`src/logic/bao_pkg.sv`:
```
// Constants and carrier types shared by the address offset latch files.
// Assumes one 100 MHz clock and 8-bit register addressing and data.
package bao_pkg;

  localparam logic [7:0] CFG_OFFSET = 8'h2B;
  localparam logic [7:0] I2C_BASE_OFFSET = 8'h32;
  localparam logic [7:0] SVID_BASE_OFFSET = 8'h33;
  localparam logic [7:0] READBACK_OFFSET = 8'hDB;
  localparam logic [7:0] TEST_OFFSET = 8'hF0;

  localparam int CFG_EN_BIT = 0;
  localparam int CFG_APPLY_I2C_BIT = 1;
  localparam int CFG_APPLY_SVID_BIT = 2;
  localparam int CMD_RELOAD_BIT = 4;

  localparam logic [2:0] CFG_RESET = 3'h7;
  localparam logic [6:0] I2C_BASE_RESET = 7'h44;
  localparam logic [3:0] SVID_BASE_RESET = 4'h0;
  localparam logic [7:0] TEST_RESET = 8'h00;

  localparam int I2C_WIDTH = 7;
  localparam int SVID_WIDTH = 4;
  localparam int STEP_WIDTH = 4;
  localparam int OFFSET_WIDTH = 4;

  localparam logic [3:0] HIGH_STRAP_FIRST = 4'h4;
  localparam logic [3:0] HIGH_STRAP_LAST = 4'h7;
  localparam logic [3:0] HIGH_STRAP_VALUE = 4'h8;
  localparam logic [3:0] LOW_STRAP_LAST = 4'h7;

  typedef struct packed {
    logic applySvid;
    logic applyI2c;
    logic enOffset;
  } bao_cfg_s;

  typedef struct packed {
    bao_cfg_s cfg;
    logic [6:0] i2cBase;
    logic [3:0] svidBase;
  } bao_nvm_s;

  typedef struct packed {
    logic [6:0] i2cAddr;
    logic [3:0] svidAddr;
  } bao_addr_s;

  typedef enum logic [2:0] {
    ST_IDLE,
    ST_DISABLED,
    ST_LOAD,
    ST_CAPTURE,
    ST_RUN
  } bao_state_e;

endpackage : bao_pkg

```
`src/logic/bao_strap_decode.sv`:
```
// Turns one strap pin's resistance step index into an address offset.
// Assumes step k stands for k times 20 kilo-ohm, and 9 and up for open.
`timescale 1ns/100ps
module bao_strap_decode #(
  parameter bit HIGH_PIN = 1'b0
) (
  input wire logic [bao_pkg::STEP_WIDTH-1:0] step,
  output logic [bao_pkg::OFFSET_WIDTH-1:0] offset
);

  // Step 8 lies between the documented bands; it is read as zero.
  always_comb
  begin
    offset = '0;
    if (HIGH_PIN)
    begin
      if (step >= bao_pkg::HIGH_STRAP_FIRST &&
          step <= bao_pkg::HIGH_STRAP_LAST)
        offset = bao_pkg::HIGH_STRAP_VALUE;
    end
    else if (step <= bao_pkg::LOW_STRAP_LAST)
    begin
      offset = step;
    end
  end

endmodule : bao_strap_decode

```
`src/logic/bao_addr_wrap.sv`:
```
// Adds the held offset to one base address, wrapping at the field width.
// When apply is low the base passes through and the offset is ignored.
`timescale 1ns/100ps
module bao_addr_wrap #(
  parameter int WIDTH = 7
) (
  input wire logic [WIDTH-1:0] base,
  input wire logic [bao_pkg::OFFSET_WIDTH-1:0] offset,
  input wire logic apply,
  output logic [WIDTH-1:0] addr
);

  logic [WIDTH:0] sum;

  always_comb
  begin
    sum = {1'b0, base} + (WIDTH+1)'(offset);
    // The carry is dropped on purpose so that large sums wrap.
    addr = apply ? sum[WIDTH-1:0] : base;
  end

endmodule : bao_addr_wrap

```
`src/logic/bao_offset_latch.sv`:
```
// Address strap latch: captures the strap offset at power-up or reload and
// applies it to the two-wire and voltage-ID addresses.
// Assumes a two-wire engine outside drives the register port and decodes
// power control commands, and that the analog front end gives step indices.
`timescale 1ns/100ps

// Notes on behaviour
// - The offset circuit starts enabled and is off when config bit 0 is 0.
// - When enabled the straps are sensed at power-up and the offset applied.
// - An address sum that overflows wraps around rather than saturating.
// - The high strap gives 8 for 80 to 140 kilo-ohm and 0 otherwise.
// - The low strap gives one per 20 kilo-ohm up to 7, and 0 above 160.
// - The two strap contributions add to a total offset from 0 to 15.
// - The total is captured once in the step after memory load and then held.
// - Plain enable and disable commands neither change nor recapture it.
// - Only a power cycle or a reload command captures the offset again.
// - The held offset reads back in bits 3 to 0 of register 219.
// - Register 43 holds voltage-ID apply, two-wire apply and enable bits.
// - The two-wire base is 7 bits in register 50, default 68.
// - A reload command disables, clears test state and reloads memory.
module bao_offset_latch (
  input wire logic mclk,
  input wire logic nrst,
  input wire logic powerUp,
  input wire bao_pkg::bao_nvm_s nvmImage,
  input wire logic [bao_pkg::STEP_WIDTH-1:0] highStrapPin,
  input wire logic [bao_pkg::STEP_WIDTH-1:0] lowStrapPin,
  input wire logic powerCmdValid,
  input wire logic [7:0] powerCmd,
  input wire logic regWrite,
  input wire logic regRead,
  input wire logic [7:0] regAddr,
  input wire logic [7:0] regWdata,
  output logic [7:0] regRdata,
  output logic regRvalid,
  output bao_pkg::bao_addr_s busAddr,
  output logic [bao_pkg::OFFSET_WIDTH-1:0] heldOffset,
  output logic vrEnabled,
  output logic loadBusy
);

  bao_pkg::bao_state_e state_reg;
  bao_pkg::bao_state_e state_next;
  bao_pkg::bao_cfg_s cfg_reg;
  logic [6:0] i2cBase_reg;
  logic [3:0] svidBase_reg;
  logic [7:0] test_reg;
  logic [bao_pkg::OFFSET_WIDTH-1:0] offset_reg;
  logic vrEnabled_reg;
  logic reloadCmd;
  logic enableCmd;
  logic [bao_pkg::OFFSET_WIDTH-1:0] highOffset;
  logic [bao_pkg::OFFSET_WIDTH-1:0] lowOffset;
  logic [bao_pkg::OFFSET_WIDTH-1:0] strapSum;
  logic [6:0] i2cAddr;
  logic [3:0] svidAddr;
  logic [7:0] readMux;
  logic loading;
  logic running;
  logic captureNow;
  logic cfgWrite;
  logic i2cBaseWrite;
  logic svidBaseWrite;
  logic testWrite;
  logic i2cApplied;
  logic svidApplied;

  assign reloadCmd = powerCmdValid && powerCmd[bao_pkg::CMD_RELOAD_BIT];
  assign enableCmd = powerCmdValid && !powerCmd[bao_pkg::CMD_RELOAD_BIT];
  assign loading = (state_reg == bao_pkg::ST_LOAD);
  assign running = (state_reg == bao_pkg::ST_RUN);
  assign captureNow = (state_reg == bao_pkg::ST_CAPTURE);

  // The config and base registers only take software writes in the run state, so a
  // write that races a reload cannot survive the memory copy.
  assign cfgWrite = regWrite && running && regAddr == bao_pkg::CFG_OFFSET;
  assign i2cBaseWrite = regWrite && running &&
    regAddr == bao_pkg::I2C_BASE_OFFSET;
  assign svidBaseWrite = regWrite && running &&
    regAddr == bao_pkg::SVID_BASE_OFFSET;
  assign testWrite = regWrite && regAddr == bao_pkg::TEST_OFFSET;

  assign i2cApplied = cfg_reg.enOffset && cfg_reg.applyI2c;
  assign svidApplied = cfg_reg.enOffset && cfg_reg.applySvid;

  bao_strap_decode #(
    .HIGH_PIN(1'b1)
  ) highDecode (
    .step(highStrapPin),
    .offset(highOffset)
  );

  bao_strap_decode #(
    .HIGH_PIN(1'b0)
  ) lowDecode (
    .step(lowStrapPin),
    .offset(lowOffset)
  );

  // The high strap only ever gives 0 or 8 and the low one 0 to 7, so the
  // four-bit sum cannot overflow.
  assign strapSum = highOffset + lowOffset;

  // Every power-up and every reload passes through the same load and
  // capture steps, so the straps are only ever read at one place.
  always_comb
  begin
    state_next = state_reg;
    case (state_reg)
      bao_pkg::ST_IDLE:
      begin
        if (powerUp)
          state_next = bao_pkg::ST_LOAD;
      end
      bao_pkg::ST_DISABLED:
      begin
        state_next = bao_pkg::ST_LOAD;
      end
      bao_pkg::ST_LOAD:
      begin
        state_next = bao_pkg::ST_CAPTURE;
      end
      bao_pkg::ST_CAPTURE:
      begin
        state_next = bao_pkg::ST_RUN;
      end
      bao_pkg::ST_RUN:
      begin
        if (reloadCmd)
          state_next = bao_pkg::ST_DISABLED;
      end
      default:
      begin
        state_next = bao_pkg::ST_IDLE;
      end
    endcase
  end

  always_ff @(posedge mclk or negedge nrst)
  begin
    if (!nrst)
      state_reg <= bao_pkg::ST_IDLE;
    else
      state_reg <= state_next;
  end

  // Working registers take their memory image at every load, and software
  // writes only land once the load sequence has finished.
  always_ff @(posedge mclk or negedge nrst)
  begin
    if (!nrst)
      cfg_reg <= bao_pkg::CFG_RESET;
    else if (loading)
      cfg_reg <= nvmImage.cfg;
    else if (cfgWrite)
      cfg_reg <= regWdata[2:0];
  end

  always_ff @(posedge mclk or negedge nrst)
  begin
    if (!nrst)
      i2cBase_reg <= bao_pkg::I2C_BASE_RESET;
    else if (loading)
      i2cBase_reg <= nvmImage.i2cBase;
    else if (i2cBaseWrite)
      i2cBase_reg <= regWdata[6:0];
  end

  always_ff @(posedge mclk or negedge nrst)
  begin
    if (!nrst)
      svidBase_reg <= bao_pkg::SVID_BASE_RESET;
    else if (loading)
      svidBase_reg <= nvmImage.svidBase;
    else if (svidBaseWrite)
      svidBase_reg <= regWdata[3:0];
  end

  always_ff @(posedge mclk or negedge nrst)
  begin
    if (!nrst)
      test_reg <= bao_pkg::TEST_RESET;
    else if (state_reg == bao_pkg::ST_DISABLED)
      test_reg <= bao_pkg::TEST_RESET;
    else if (testWrite)
      test_reg <= regWdata;
  end

  // The offset is touched only in the capture step; enable and disable
  // commands never reach it.
  always_ff @(posedge mclk or negedge nrst)
  begin
    if (!nrst)
      offset_reg <= '0;
    else if (captureNow)
      offset_reg <= cfg_reg.enOffset ? strapSum : '0;
  end

  // The regulator reads as off from the load step after a disable until the capture has
  // landed, one cycle before the registered bus addresses take the new offset.
  always_ff @(posedge mclk or negedge nrst)
  begin
    if (!nrst)
      vrEnabled_reg <= 1'b0;
    else if (state_reg == bao_pkg::ST_DISABLED ||
             state_reg == bao_pkg::ST_IDLE)
      vrEnabled_reg <= 1'b0;
    else if (captureNow)
      vrEnabled_reg <= 1'b1;
    else if (enableCmd && running)
      vrEnabled_reg <= |powerCmd[2:0];
  end

  bao_addr_wrap #(
    .WIDTH(bao_pkg::I2C_WIDTH)
  ) i2cWrap (
    .base(i2cBase_reg),
    .offset(offset_reg),
    .apply(i2cApplied),
    .addr(i2cAddr)
  );

  bao_addr_wrap #(
    .WIDTH(bao_pkg::SVID_WIDTH)
  ) svidWrap (
    .base(svidBase_reg),
    .offset(offset_reg),
    .apply(svidApplied),
    .addr(svidAddr)
  );

  // The effective addresses come from flip-flops so that the bus engines
  // never see a glitch while base and offset settle.
  always_ff @(posedge mclk or negedge nrst)
  begin
    if (!nrst)
    begin
      busAddr.i2cAddr <= bao_pkg::I2C_BASE_RESET;
      busAddr.svidAddr <= bao_pkg::SVID_BASE_RESET;
    end
    else
    begin
      busAddr.i2cAddr <= i2cAddr;
      busAddr.svidAddr <= svidAddr;
    end
  end

  // Unmapped addresses read as zero, so a host probing the bus never sees
  // stale data from another register.
  always_comb
  begin
    readMux = 8'h00;
    case (regAddr)
      bao_pkg::CFG_OFFSET:
      begin
        readMux = {5'h00, cfg_reg};
      end
      bao_pkg::I2C_BASE_OFFSET:
      begin
        readMux = {1'b0, i2cBase_reg};
      end
      bao_pkg::SVID_BASE_OFFSET:
      begin
        readMux = {4'h0, svidBase_reg};
      end
      bao_pkg::READBACK_OFFSET:
      begin
        readMux = {4'h0, offset_reg};
      end
      bao_pkg::TEST_OFFSET:
      begin
        readMux = test_reg;
      end
      default:
      begin
        readMux = 8'h00;
      end
    endcase
  end

  // Writes to the readback address fall through and change nothing.
  always_ff @(posedge mclk or negedge nrst)
  begin
    if (!nrst)
      regRvalid <= 1'b0;
    else
      regRvalid <= regRead;
  end

  // Read data stay put between reads, so a slow host may take them late.
  always_ff @(posedge mclk or negedge nrst)
  begin
    if (!nrst)
      regRdata <= 8'h00;
    else if (regRead)
      regRdata <= readMux;
  end

  assign heldOffset = offset_reg;
  assign vrEnabled = vrEnabled_reg;
  assign loadBusy = (state_reg != bao_pkg::ST_RUN);

endmodule : bao_offset_latch

```
`config.mk`:
```
export PLATFORM = sky130hd
export DESIGN_NAME = bao_offset_latch
export DESIGN_NICKNAME = d
export VERILOG_FILES = /design/src/logic/bao_pkg.sv /design/src/logic/bao_strap_decode.sv /design/src/logic/bao_addr_wrap.sv /design/src/logic/bao_offset_latch.sv
export SDC_FILE = /design/constraint.sdc
export NUM_CORES = 1
export LEC_CHECK = 0
export ABC_AREA = 1
export ABC_CLOCK_PERIOD_IN_PS = 1700
export BUFFER_PORTS_ARGS = -buffer_cell sky130_fd_sc_hd__buf_2
export CORE_UTILIZATION = 49
export DETAILED_ROUTE_END_ITERATION = 12
export PLACE_DENSITY = 0.75
export REMOVE_ABC_BUFFERS = 1
export SETUP_SLACK_MARGIN = 0.02
export SYNTH_ARGS = -nofsm -noshare
export SYNTH_HDL_FRONTEND = slang
export SYNTH_SLANG_ARGS = --single-unit
```
`constraint.sdc`:
```
create_clock -name mclk -period 1.7 [get_ports mclk]
set_input_delay 0.085 -clock mclk [delete_from_list [all_inputs] [get_ports mclk]]
set_output_delay 0.085 -clock mclk [all_outputs]
set_load 0.005 [all_outputs]
```
=== Word-level counts from Yosys, hierarchy flattened ===
Cells that the tools add are included.

* Register bits after elaboration: 50
* Input port bits: 52
* Output and inout port bits: 26
* Word-level logic and storage cells: 72

* Add/sub/neg operators: 3
* Order comparisons: 3
* Eq/ne operators: 12
* Mux-type cells: 20
* Reduce and logical (&&, ||, !) cells: 21

{| class="wikitable"
|+ Operator list
! cell !! count
|-
| $pmux 8 s5 || 1
|-
| $eq 8x6->1 const B || 3
|-
| $mux 4 || 6
|-
| $mux 7 || 3
|-
| $eq 8x8->1 const B || 2
|-
| $mux 8 || 2
|-
| $pmux 3 s5 || 1
|-
| $mux 3 || 4
|-
| $logic_and 1x1->1 || 11
|-
| $add 4x4->4 || 2
|-
| $le 4x3->1 const B || 2
|-
| $reduce_bool 2->1 || 4
|-
| $add 7x4->7 || 1
|-
| $eq 3x2->1 const B || 2
|-
| $ge 4x3->1 const B || 1
|-
| $ne 2x2->1 const B || 2
|-
| $eq 3x1->1 const B || 1
|-
| $eq 3x3->1 const B || 1
|-
| $logic_not 3->1 || 1
|-
| $mux 1 || 3
|-
| $ne 3x3->1 const B || 1
|-
| $reduce_bool 3->1 || 1
|-
| $reduce_or 3->1 || 1
|-
| $reduce_and 2->1 || 1
|-
| other kinds (2) || 2
|}

=== Logic depth before layout (Yosys ltp) ===
Gate-level depths: netlist of the first run.

* Word-level depth: 6
* Mapped depth: 9
* Mapped depth without buffers: 9

=== Modules after synthesis ===
From an unflattened synthesis of the first run, not the netlist that was laid out.

* Cells, all modules: 402
* Area total of the unflattened synthesis: 3037.9 sq um

{| class="wikitable"
|+ By module, submodules not included
! module !! times used !! cells an instance !! area each (sq um) !! sequential area each (sq um)
|-
| bao_offset_latch || 1 || 301 || 2508.7 || 1260.0
|-
| bao_addr_wrap (i2cWrap) || 1 || 55 || 284.0 || 0.0
|-
| bao_addr_wrap (svidWrap) || 1 || 32 || 175.2 || 0.0
|-
| bao_strap_decode (highDecode) || 1 || 6 || 36.3 || 0.0
|-
| bao_strap_decode (lowDecode) || 1 || 8 || 33.8 || 0.0
|}

=== Least setup slack after synthesis of the first run ===
OpenSTA, ideal clock, no wires.

* Kind: flip-flop to flip-flop
* Start point: reg offset_reg (netlist bit heldOffset[0])
* End point: reg busAddr[10] (netlist bit)
* Setup time: 0.076 ns
* Arrival: 1.497 ns
* Required time: 1.624 ns
* Slack: 0.128 ns
* Stages on the path, launching flop included: 10
* Path buffers: 0
* Clock period less this slack: 1.572 ns
* Cells stage by stage: dfrtp_1 ha_1 inv_1 fa_1 o21ai_0 nand2_1 nor2_1 nand2_1 nand2_1 nand2_1

* Word-level cells in the longest chain between the ends: 2

{| class="wikitable"
|+ Ends and longest elaborated chain
! element !! RTL line !! text
|-
| start: declaration || bao_offset_latch.sv:48 || <nowiki>logic [bao_pkg::OFFSET_WIDTH-1:0] offset_reg;</nowiki>
|-
| start signal: assignment || bao_offset_latch.sv:196 || <nowiki>offset_reg <= cfg_reg.enOffset ? strapSum : '0;</nowiki>
|-
| $add 7x4->7 || bao_addr_wrap.sv:17 || <nowiki>sum = {1'b0, base} + (WIDTH+1)'(offset);</nowiki>
|-
| $mux 7 || bao_addr_wrap.sv:19 || <nowiki>addr = apply ? sum[WIDTH-1:0] : base;</nowiki>
|-
| named net i2cAddr[6] || bao_offset_latch.sv:55 || <nowiki>logic [6:0] i2cAddr;</nowiki>
|-
| end: declaration || bao_offset_latch.sv:36 || <nowiki>output bao_pkg::bao_addr_s busAddr,</nowiki>
|}

The timed path passes the listed nets, and every way through them passes these cells.
A chain may end at the register's enable or synchronous reset.

=== Worst setup path after layout of the first run ===
Ends and elaborated chain as after synthesis.

==> PnR_summary.wiki, run 1 <==
{| class="wikitable"
! Metric !! Value
|-
| Result of the run || finished clean
|-
| Cts bufs inserted || 5
|-
| Number of filler instances in the final layout || 502
|-
| Worst-path fanout max || 3
|-
| Top cell type's share of synthesized area || 0.379
|-
| Sum of negative setup slack || 0 ns
|-
| Netlist area before placement || 2840 um^2
|-
| Worst-margin pin slew || 0.575 ns
|-
| Origin of the worst min-delay path || regWdata[2]
|-
| CTS H-Tree Depth || 2
|-
| Max reg flops || 11
|-
| Class of the tightest hold or removal check || primary input to flop
|-
| Hold path cells || 3
|-
| Sequential fraction of the synthesis area || 0.444
|-
| Most used standard cell by instance count after synthesis || sky130_fd_sc_hd__nand2_1
|-
| Number of global-route vias before repair || 2421
|-
| Worst clock skew || 0.00472 ns
|-
| Worst setup slack before clock tree synthesis || 0.0588 ns
|-
| Total instance count after detailed placement || 510
|-
| Crit path required time || 1.94 ns
|-
| Clock tree from TritonCTS || built
|-
| Nature of the critical path endpoint || flop
|-
| Top cells by area, synth || sky130_fd_sc_hd__dfrtp_1 (38%), sky130_fd_sc_hd__nand2_1 (13%), sky130_fd_sc_hd__nand3_1 (7.1%)
|-
| Die Y-Extent || 78.1 um
|-
| Hold Path Sink || test_reg[2]
|-
| Cell type with the highest aggregate area in the netlist || sky130_fd_sc_hd__dfrtp_1
|-
| Final core utilization || 0.626
|-
| Maximum number of pins on one net before global-route repair || 28
|-
| Clock transition at the registers of the reported paths || 0.09 ns
|-
| Number of cell rows || 27
|-
| Half-perimeter wire length after placement || 5260 um
|-
| First DRT Iteration DRCs || 117
|-
| GR Overflow Total || 0
|-
| Antenna violation net count after detailed routing || 0
|-
| Highest attainable clock frequency || 0.656 GHz
|-
| Depth of the most critical reg-to-reg path || 9
|-
| Number of setup violations in the final report || 0
|-
| Total of buffers placed on input and output ports || 71
|-
| Most instantiated flip-flop cell in the synthesis netlist || sky130_fd_sc_hd__dfrtp_1
|-
| Synth Instances || 364
|-
| Number of distinct library cells after synthesis || 32
|-
| Slew Viols, Final || 0
|-
| Reg-to-reg endpoint || busAddr[10]
|-
| Launching point of the worst reg2reg path || heldOffset[0]
|-
| CTS Sinks || 50
|-
| Die Area || 6100 um^2
|-
| Wire length of the first global-routing pass || 11200 um
|-
| Area of the core region || 5540 um^2
|-
| Initial antenna violation count || 0
|-
| Synthesized area per cell || 7.79 um^2
|-
| Final estimated routing congestion in global placement || 0.865
|-
| Cell at the root of the clock tree || sky130_fd_sc_hd__clkbuf_8
|-
| Worst reg-to-reg setup slack || 0.18 ns
|-
| Post-Route Hold Slack || 0.0312 ns
|-
| Worst vdd rail ir drop || 1.05 mV
|-
| Clock insertion delay at the later pin of the skew report || 0.30 ns
|-
| Number of max-cap violations || 0
|-
| Final layout net count || 508
|-
| Yosys Warn Count || 0
|-
| Post-layout minimum cycle time || 1.52 ns
|-
| First drt pass iteration count || 4
|-
| Ratio of routed vias to standard cells || 5.06
|-
| Longest Clk Path Bufs || 2
|-
| Floorplan die width || 78.1 um
|-
| Cell area after layout || 3470 um^2
|-
| Critical path launch point type || flop
|-
| WS Path Type || flop to flop
|-
| Final Worst Setup Slack || 0.175 ns
|-
| Flip-flop and latch count after synthesis || 50
|-
| Effective utilization at floorplan || 0.512
|-
| Overall track demand over capacity in global routing || 0.240
|-
| Final Hold Viols || 0
|-
| Diode count || 0
|-
| Total via count after detailed routing || 2631
|-
| Worst relative slew slack || 0.617
|-
| Post-route DRC violation count || 0
|-
| I/O pin total || 78
|-
| Synth async-reset ratio || 1.00
|-
| Number of synthesized flops with an enable pin || 0
|-
| Tcrit/Tclk final || 0.897
|-
| Setup repair after global routing missed its margin || yes
|-
| Leak pwr || 1.88 nW
|-
| Most numerous cell types in the synthesized netlist || sky130_fd_sc_hd__nand2_1 (98), sky130_fd_sc_hd__inv_1 (53), sky130_fd_sc_hd__dfrtp_1 (43)
|-
| CP Data Arrival Time || 1.77 ns
|-
| Cell Area, Placed || 3330 um^2
|-
| Power density relative to cell area || 1350 nW/um^2
|-
| Final routed wire length divided by cell count || 12.7 um
|-
| Non-filler cells in the finished layout || 520
|-
| Routed wire length || 6630 um
|-
| Area Growth Syn to Fin || 22.3%
|-
| Share of cells above drive strength 1 || 0.275
|-
| Total chip power || 4.69 mW
|}
## repair_timing
item,4_1_cts,5_1_grt
endpoints found under the hold margin,21,0
hold buffers,2,0
endpoints found under the setup margin,0,3
setup buffers,0,0
gates resized for setup,0,5
## cell families (layout without fill, tap and decap cells)
logic type / count (synthesis) / count (layout) / synth area share
adder cells (fa/ha/maj): 9 / 9 / 0.0450
AND/OR/NAND/NOR: 182 / 182 / 0.305
flip-flops: 50 / 50 / 0.444
XOR/XNOR: 2 / 2 / 0.00618
buffers and inverters: 62 / 146 / 0.0860
AO/OA/AOI/OAI: 59 / 59 / 0.114
## cell type report
class,instances,area [um^2],area share
tap,72,90.1,0.0260
sequential,50,1260,0.364
multi-input combinational,252,1340,0.387
clock buffer,8,110,0.0317
inverter,56,210,0.0606
timing repair buffer,82,455,0.131
## power by group
part           internal, mW  switching [mW]
clock                 0.411           0.375
combinational         0.769            1.22
sequential             1.63           0.279
## worst max path at each step
| stage | from | end | slack [ns] | depth (start not counted) |
|---|---|---|---|---|
| after floorplan | heldOffset[0] | busAddr[10] | 0.13 | 9 |
| after global placement | heldOffset[0] | busAddr[10] | 0.10 | 9 |
| after detailed placement | heldOffset[0] | busAddr[10] | 0.06 | 9 |
| after CTS | heldOffset[0] | busAddr[10] | 0.03 | 9 |
| after global routing | heldOffset[0] | busAddr[10] | 0.002 | 8 |
| final | heldOffset[0] | busAddr[10] | 0.18 | 9 |
## metal layers
layer  wire (um)  vias to the layer above  track usage
met5           0                        -            0
met4         148                        0       0.0852
met3         322                       12       0.0616
met2        3200                       64        0.391
met1        2960                     1206        0.309
li1            -                     1349            -
## cell usage in the layout (no fill, tap or decap)
cell	count
sky130_fd_sc_hd__nor2_4	2
sky130_fd_sc_hd__o21ai_2	3
sky130_fd_sc_hd__a21oi_2	1
sky130_fd_sc_hd__buf_12	1
sky130_fd_sc_hd__or2_2	1
sky130_fd_sc_hd__a21oi_1	11
sky130_fd_sc_hd__a31oi_1	1
sky130_fd_sc_hd__inv_1	53
sky130_fd_sc_hd__fa_2	1
sky130_fd_sc_hd__dfrtp_2	1
sky130_fd_sc_hd__buf_4	8
sky130_fd_sc_hd__o21ai_1	3
sky130_fd_sc_hd__fa_1	1
sky130_fd_sc_hd__nand2_2	5
sky130_fd_sc_hd__nand3_2	2
sky130_fd_sc_hd__dfrtp_1	42
sky130_fd_sc_hd__nor2_8	1
sky130_fd_sc_hd__nand4_1	3
sky130_fd_sc_hd__nand3b_1	2
sky130_fd_sc_hd__o21ai_0	31
sky130_fd_sc_hd__nand3_4	2
sky130_fd_sc_hd__nor2_2	5
sky130_fd_sc_hd__dlygate4sd3_1	2
sky130_fd_sc_hd__clkbuf_8	8
sky130_fd_sc_hd__xor2_1	2
sky130_fd_sc_hd__nand4_4	1
sky130_fd_sc_hd__inv_2	3
sky130_fd_sc_hd__nand3_1	40
sky130_fd_sc_hd__nor2_1	18
sky130_fd_sc_hd__buf_2	71
sky130_fd_sc_hd__o31ai_1	2
sky130_fd_sc_hd__ha_1	7
sky130_fd_sc_hd__o22ai_1	6
sky130_fd_sc_hd__nand2_1	98
sky130_fd_sc_hd__o211ai_1	1
sky130_fd_sc_hd__nor3_1	2
sky130_fd_sc_hd__dfstp_2	7
## worst max-delay path: stages (launching register included)
cell and delay (ns):
sky130_fd_sc_hd__dfrtp_1 0.36, sky130_fd_sc_hd__ha_1 0.17, sky130_fd_sc_hd__inv_1 0.07, sky130_fd_sc_hd__fa_2 0.35
sky130_fd_sc_hd__o21ai_1 0.15, sky130_fd_sc_hd__nand2_1 0.11, sky130_fd_sc_hd__nor2_2 0.11, sky130_fd_sc_hd__nand2_1 0.06
sky130_fd_sc_hd__nand2_1 0.05, sky130_fd_sc_hd__nand2_1 0.04
(Power assumes the default switching activity.)
==> run 2, diff against run 1 <==
--- a/config.mk
+++ b/config.mk
@@ -7,7 +7,7 @@
 export LEC_CHECK = 0
 export ABC_AREA = 1
 export ABC_CLOCK_PERIOD_IN_PS = 1700
-export BUFFER_PORTS_ARGS = -buffer_cell sky130_fd_sc_hd__buf_2
+export BUFFER_PORTS_ARGS = -buffer_cell sky130_fd_sc_hd__buf_4
 export CORE_UTILIZATION = 49
 export DETAILED_ROUTE_END_ITERATION = 12
 export PLACE_DENSITY = 0.75
==> PnR_summary.wiki, run 2 (synthesis results as in run 1) <==
{| class="wikitable"
! Metric !! Value
|-
| Area of the core region || 5540 um^2
|-
| I/O pin total || 78
|-
| Final core utilization || 0.650
|-
| Worst clock skew || 0.0108 ns
|-
| Clock transition at the registers of the reported paths || 0.09 ns
|-
| Hold Path Sink || test_reg[7]
|-
| CTS Sinks || 50
|-
| Commonest non-fill, non-tap cells in the layout || sky130_fd_sc_hd__nand2_1 (98), sky130_fd_sc_hd__buf_4 (78), sky130_fd_sc_hd__inv_1 (53), sky130_fd_sc_hd__dfrtp_1 (43), sky130_fd_sc_hd__nand3_1 (40)
|-
| Max reg flops || 11
|-
| Clock tree from TritonCTS || built
|-
| Final layout net count || 506
|-
| First drt pass iteration count || 5
|-
| Leak pwr || 1.91 nW
|-
| Result of the run || finished clean
|-
| Die Y-Extent || 78.1 um
|-
| Worst relative slew slack || 0.576
|-
| Number of global-route vias before repair || 2571
|-
| Antenna violation net count after detailed routing || 0
|-
| Origin of the worst min-delay path || regWdata[7]
|-
| Number of filler instances in the final layout || 500
|-
| Reg-to-reg endpoint || busAddr[3]
|-
| Part of the power in combinational logic || 0.443
|-
| Switching share of power || 0.407
|-
| Number of cell rows || 27
|-
| Worst reg-to-reg setup slack || 0.15 ns
|-
| First DRT Iteration DRCs || 153
|-
| Number of max-cap violations || 0
|-
| WS Path Type || flop to flop
|-
| Die Area || 6100 um^2
|-
| Class of the tightest hold or removal check || primary input to flop
|-
| CP Data Arrival Time || 1.76 ns
|-
| Internal power summed over all cells || 2.82 mW
|-
| Commonest non-fill, non-tap cell in the layout || sky130_fd_sc_hd__nand2_1
|-
| Multi-input gate area || 1340 um^2
|-
| GR Overflow Total || 0
|-
| Half-perimeter wire length after placement || 5450 um
|-
| Final routed wire length divided by cell count || 13.6 um
|-
| Initial antenna violation count || 0
|-
| Worst-margin pin slew || 0.636 ns
|-
| Overall track demand over capacity in global routing || 0.250
|-
| Number of setup violations in the final report || 0
|-
| Slew Viols, Final || 0
|-
| Total via count after detailed routing || 2722
|-
| CTS H-Tree Depth || 2
|-
| Share of cells above drive strength 1 || 0.267
|-
| Reg power frac || 0.405
|-
| Worst-path fanout max || 5
|-
| Hold path cells || 3
|-
| Post-route DRC violation count || 0
|-
| Launching point of the worst reg2reg path || heldOffset[2]
|-
| Wire length of the first global-routing pass || 11900 um
|-
| Critical path launch point type || flop
|-
| Effective utilization at floorplan || 0.512
|-
| Worst vdd rail ir drop || 0.960 mV
|-
| Ratio of routed vias to standard cells || 5.25
|-
| Diode count || 0
|-
| Crit path required time || 1.90 ns
|-
| Routed wire length || 7050 um
|-
| Maximum number of pins on one net before global-route repair || 51
|-
| Clock insertion delay at the later pin of the skew report || 0.31 ns
|-
| Tcrit/Tclk final || 0.913
|-
| Longest Clk Path Bufs || 2
|-
| Power density relative to cell area || 1320 nW/um^2
|-
| Area Growth Syn to Fin || 26.9%
|-
| Highest attainable clock frequency || 0.644 GHz
|-
| Area occupied by registers || 1260 um^2
|-
| Switching power || 1.93 mW
|-
| Final estimated routing congestion in global placement || 0.860
|-
| Post-layout minimum cycle time || 1.55 ns
|-
| Post-Route Hold Slack || 0.0282 ns
|-
| Total of buffers placed on input and output ports || 71
|-
| Nature of the critical path endpoint || flop
|-
| Setup repair after global routing missed its margin || no
|-
| Depth of the most critical reg-to-reg path || 7
|-
| Final Hold Viols || 0
|-
| Clock Power Share || 0.152
|-
| Cell Area, Placed || 3470 um^2
|-
| Cell at the root of the clock tree || sky130_fd_sc_hd__clkbuf_8
|-
| Cts bufs inserted || 5
|-
| Floorplan die width || 78.1 um
|-
| Cell area after layout || 3600 um^2
|-
| Sum of negative setup slack || 0 ns
|}
## run 2: cell count changes in the layout (fill, tap and decap cells not counted), sizes merged
cell,previous run,this run
buf,80,78
clkbuf,8,7
clkinv,0,1
## run 2: how the worst max path moves through the flow
stage / from / to / slack, ns / cells after the start
final: heldOffset[2] / busAddr[3] / 0.15 / 7
after global routing: heldOffset[2] / busAddr[3] / 0.02 / 7
after CTS: heldOffset[0] / busAddr[10] / 0.03 / 9
after detailed placement: i2cBase_reg[0] / busAddr[10] / 0.006 / 9
after global placement: i2cBase_reg[0] / busAddr[10] / 0.05 / 9
after floorplan: heldOffset[0] / busAddr[10] / 0.13 / 9
## run 2: final cells by class
| class | instances | area share |
|---|---|---|
| inverters | 56 | 0.0584 |
| clock inverters | 1 | 0.00139 |
| flip-flops and latches | 50 | 0.350 |
| multi-input cells | 252 | 0.373 |
| clock buffers | 7 | 0.0240 |
| repair buffers | 80 | 0.168 |
| well taps | 72 | 0.0250 |
## run 2: power groups by stage
stage          sequential (mW)  clock [mW]  combinational, mW
2_1_floorplan             1.91           0               1.25
3_3_place_gp              1.93           0               1.98
3_5_place_dp              1.95           0               2.06
4_1_cts                   1.92       0.725               2.09
5_1_grt                   1.97       0.769               2.38
6_report                  1.92       0.724               2.11
## run 2: critical path, stage by stage, from the launching register on
cell and delay (ns):
sky130_fd_sc_hd__dfrtp_1 0.47, sky130_fd_sc_hd__ha_1 0.37, sky130_fd_sc_hd__a21oi_1 0.13, sky130_fd_sc_hd__nand2_1 0.09, sky130_fd_sc_hd__a21oi_1 0.17, sky130_fd_sc_hd__o21ai_0 0.11, sky130_fd_sc_hd__nand2_1 0.06, sky130_fd_sc_hd__nand2_1 0.04
## run 2: per-stage QoR
stage | setup WS (ns) | power (mW) | instances
CTS | 0.0326 | 4.74 | 518
detailed placement | 0.00583 | 4.01 | 507
finish | 0.148 | 4.75 | 518
global route | 0.0208 | 5.12 | 518
floorplan | 0.128 | 3.16 | 358
global placement | 0.0506 | 3.91 | 507
## run 2: layer usage
layer | global-route usage | share of wire | routed length, um
met3 | 0.0477 | 0.066 | 467
met5 | 0 | 0 | 0
met2 | 0.410 | 0.48 | 3370
met1 | 0.335 | 0.43 | 3050
met4 | 0.0815 | 0.023 | 162
## run 2: what timing repair did
item	CTS	global route
hold buffers	2	0
resized for setup	0	4
setup endpoints to repair	2	2
pin swaps	0	2
hold endpoints to repair	44	0
setup buffers	1	0
==> run 3, diff against run 2 <==
--- a/config.mk
+++ b/config.mk
@@ -6,7 +6,7 @@
 export NUM_CORES = 1
 export LEC_CHECK = 0
 export ABC_AREA = 1
-export ABC_CLOCK_PERIOD_IN_PS = 1700
+export ABC_CLOCK_PERIOD_IN_PS = 1520
 export BUFFER_PORTS_ARGS = -buffer_cell sky130_fd_sc_hd__buf_4
 export CORE_UTILIZATION = 49
 export DETAILED_ROUTE_END_ITERATION = 12
==> constraint.sdc (replaced) <==
create_clock -name mclk -period 1.52 [get_ports mclk]
set_input_delay 0.076 -clock mclk [delete_from_list [all_inputs] [get_ports mclk]]
set_output_delay 0.076 -clock mclk [all_outputs]
set_load 0.005 [all_outputs]
==> PnR_summary.wiki, run 3 (synthesis results as in run 1) <==
{| class="wikitable"
! Metric !! Value
|-
| Result of the run || finished clean
|-
| Longest Clk Path Bufs || 2
|-
| Clock Power Share || 0.161
|-
| Final core utilization || 0.681
|-
| Initial antenna violation count || 0
|-
| Leak pwr || 1.94 nW
|-
| Power density relative to cell area || 1540 nW/um^2
|-
| CTS Sinks || 50
|-
| Final layout net count || 514
|-
| Area of the core region || 5540 um^2
|-
| Floorplan die width || 78.1 um
|-
| Clock transition at the registers of the reported paths || 0.10 ns
|-
| Worst-path fanout max || 3
|-
| Tcrit/Tclk final || 0.999
|-
| Switching share of power || 0.396
|-
| Antenna violation net count after detailed routing || 0
|-
| Nature of the critical path endpoint || flop
|-
| Area Growth Syn to Fin || 33.0%
|-
| Critical path launch point type || flop
|-
| WS Path Type || flop to flop
|-
| Overall track demand over capacity in global routing || 0.244
|-
| Multi-input gate area || 1430 um^2
|-
| CTS H-Tree Depth || 2
|-
| Worst vdd rail ir drop || 0.988 mV
|-
| Half-perimeter wire length after placement || 5400 um
|-
| Number of max-cap violations || 0
|-
| Stage delay of the slowest cell on the critical path || 0.37 ns
|-
| Maximum number of pins on one net before global-route repair || 51
|-
| Highest attainable clock frequency || 0.659 GHz
|-
| Number of filler instances in the final layout || 465
|-
| Die Y-Extent || 78.1 um
|-
| Max reg flops || 11
|-
| Final Hold Viols || 0
|-
| Diode count || 0
|-
| Kind of cell adding the most delay to the critical path || adder cells
|-
| Number of buffers and inverters on the critical path || 1
|-
| Worst relative slew slack || 0.577
|-
| Effective utilization at floorplan || 0.512
|-
| Worst clock skew || 0.0116 ns
|-
| Clock insertion delay at the later pin of the skew report || 0.31 ns
|-
| Crit path required time || 1.77 ns
|-
| Reg power frac || 0.369
|-
| Number of setup violations in the final report || 0
|-
| Commonest non-fill, non-tap cells in the layout || sky130_fd_sc_hd__nand2_1 (95), sky130_fd_sc_hd__buf_4 (85), sky130_fd_sc_hd__inv_1 (52), sky130_fd_sc_hd__dfrtp_1 (42), sky130_fd_sc_hd__nand3_1 (39)
|-
| GR Overflow Total || 0
|-
| Total of buffers placed on input and output ports || 71
|-
| Wire length of the first global-routing pass || 11400 um
|-
| Total via count after detailed routing || 2731
|-
| CP Data Arrival Time || 1.76 ns
|-
| I/O pin total || 78
|-
| Cts bufs inserted || 5
|-
| Internal power summed over all cells || 3.52 mW
|-
| Slew Viols, Final || 0
|-
| Highest-delay cell along the critical path || sky130_fd_sc_hd__dfrtp_1
|-
| Post-layout minimum cycle time || 1.52 ns
|-
| Part of the power in combinational logic || 0.470
|-
| Share of cells above drive strength 1 || 0.313
|-
| Die Area || 6100 um^2
|-
| Post-Route Hold Slack || 0.00817 ns
|-
| Cell at the root of the clock tree || sky130_fd_sc_hd__clkbuf_8
|-
| Switching power || 2.31 mW
|-
| Worst-margin pin slew || 0.635 ns
|-
| Ratio of routed vias to standard cells || 5.19
|-
| Final estimated routing congestion in global placement || 0.857
|-
| Sum of negative setup slack || 0 ns
|-
| Setup repair after global routing missed its margin || yes
|-
| Worst path most repeated cell || sky130_fd_sc_hd__nand2_1
|-
| Post-route DRC violation count || 0
|-
| Number of global-route vias before repair || 2427
|-
| Class of the tightest hold or removal check || primary input to flop
|-
| First drt pass iteration count || 4
|-
| First DRT Iteration DRCs || 171
|-
| Cell chain of the critical path || ha_2 -> inv_2 -> fa_2 -> o21ai_2 -> nand2_2 -> nor2_4 -> nand2_1 -> nand2_1 -> nand2_1
|-
| Commonest non-fill, non-tap cell in the layout || sky130_fd_sc_hd__nand2_1
|-
| Routed wire length || 7230 um
|-
| Clock tree from TritonCTS || built
|-
| Area occupied by registers || 1260 um^2
|-
| Final routed wire length divided by cell count || 13.7 um
|-
| Number of cell rows || 27
|}
==> run 3: cell count changes in the layout (fill, tap and decap cells not counted), sizes merged <==
cell / previous run / this run
clkinvlp: 0 / 1
clkinv: 1 / 0
bufinv: 0 / 1
buf: 78 / 86
clkbuf: 7 / 6
==> run 3: area by class of cell <==
type,instances,area share
inverters,56,0.0557
repair buffers,88,0.177
well taps,72,0.0239
clock buffers,6,0.0192
multi-input cells,252,0.380
flip-flops and latches,50,0.334
clock inverters,2,0.00995
==> run 3: routing by layer <==
layer | track usage | share of wire
met3 | 0.0407 | 0.057
met5 | 0 | 0
met2 | 0.407 | 0.49
met4 | 0.0926 | 0.027
met1 | 0.318 | 0.42
==> run 3: worst register-to-register path: cells and delay by family (launching register included) <==
kind	cells	cell delay, ns
and+or+nand+nor	5	0.35
DFF	1	0.37
AOI/OAI and AO/OA	1	0.14
buffers and inverters	1	0.04
adders and majority gates	2	0.54
==> run 3: path summary, 6_finish.rpt <==
kind                                 from         endpoint  slack [ns]  depth (start not counted)
min in group asynchronous            nrst  svidBase_reg[1]        0.32                          2
max in group asynchronous            nrst    heldOffset[2]        0.73                          2
setup reg to reg            heldOffset[0]      busAddr[10]       0.002                          9
hold reg to reg            i2cBase_reg[6]      busAddr[10]        0.47                          2
hold / removal                regWdata[7]      test_reg[7]       0.008                          3
setup / recovery            heldOffset[0]      busAddr[10]       0.002                          9
==> run 3: repair_timing <==
| item | CTS | global route |
|---|---|---|
| setup buffers | 1 | 0 |
| resized for setup | 5 | 19 |
| pin swaps | 3 | 3 |
| endpoints found under the setup margin | 3 | 8 |
| hold endpoints to repair | 44 | 0 |
| hold buffers | 2 | 0 |
==> run 3: power groups by stage <==
stage	logic, mW	clock network, mW	registers [mW]
floorplan	1.40	0	2.13
global placement	2.44	0	2.12
detailed placement	2.50	0	2.13
CTS	2.55	0.957	2.11
global route	3.05	1.00	2.19
finish	2.73	0.940	2.15
==> run 3: per-stage QoR <==
stage          cells  total power [mW]  cell area [um^2]  worst slack [ns]
5_1_grt          526              6.25              3770            -0.115
3_5_place_dp     515              4.63              3530            -0.106
2_1_floorplan    358              3.53              2800           -0.0524
6_report         526              5.82              3770           0.00185
4_1_cts          526              5.61              3680            0.0152
3_3_place_gp     515              4.56              3530           -0.0575
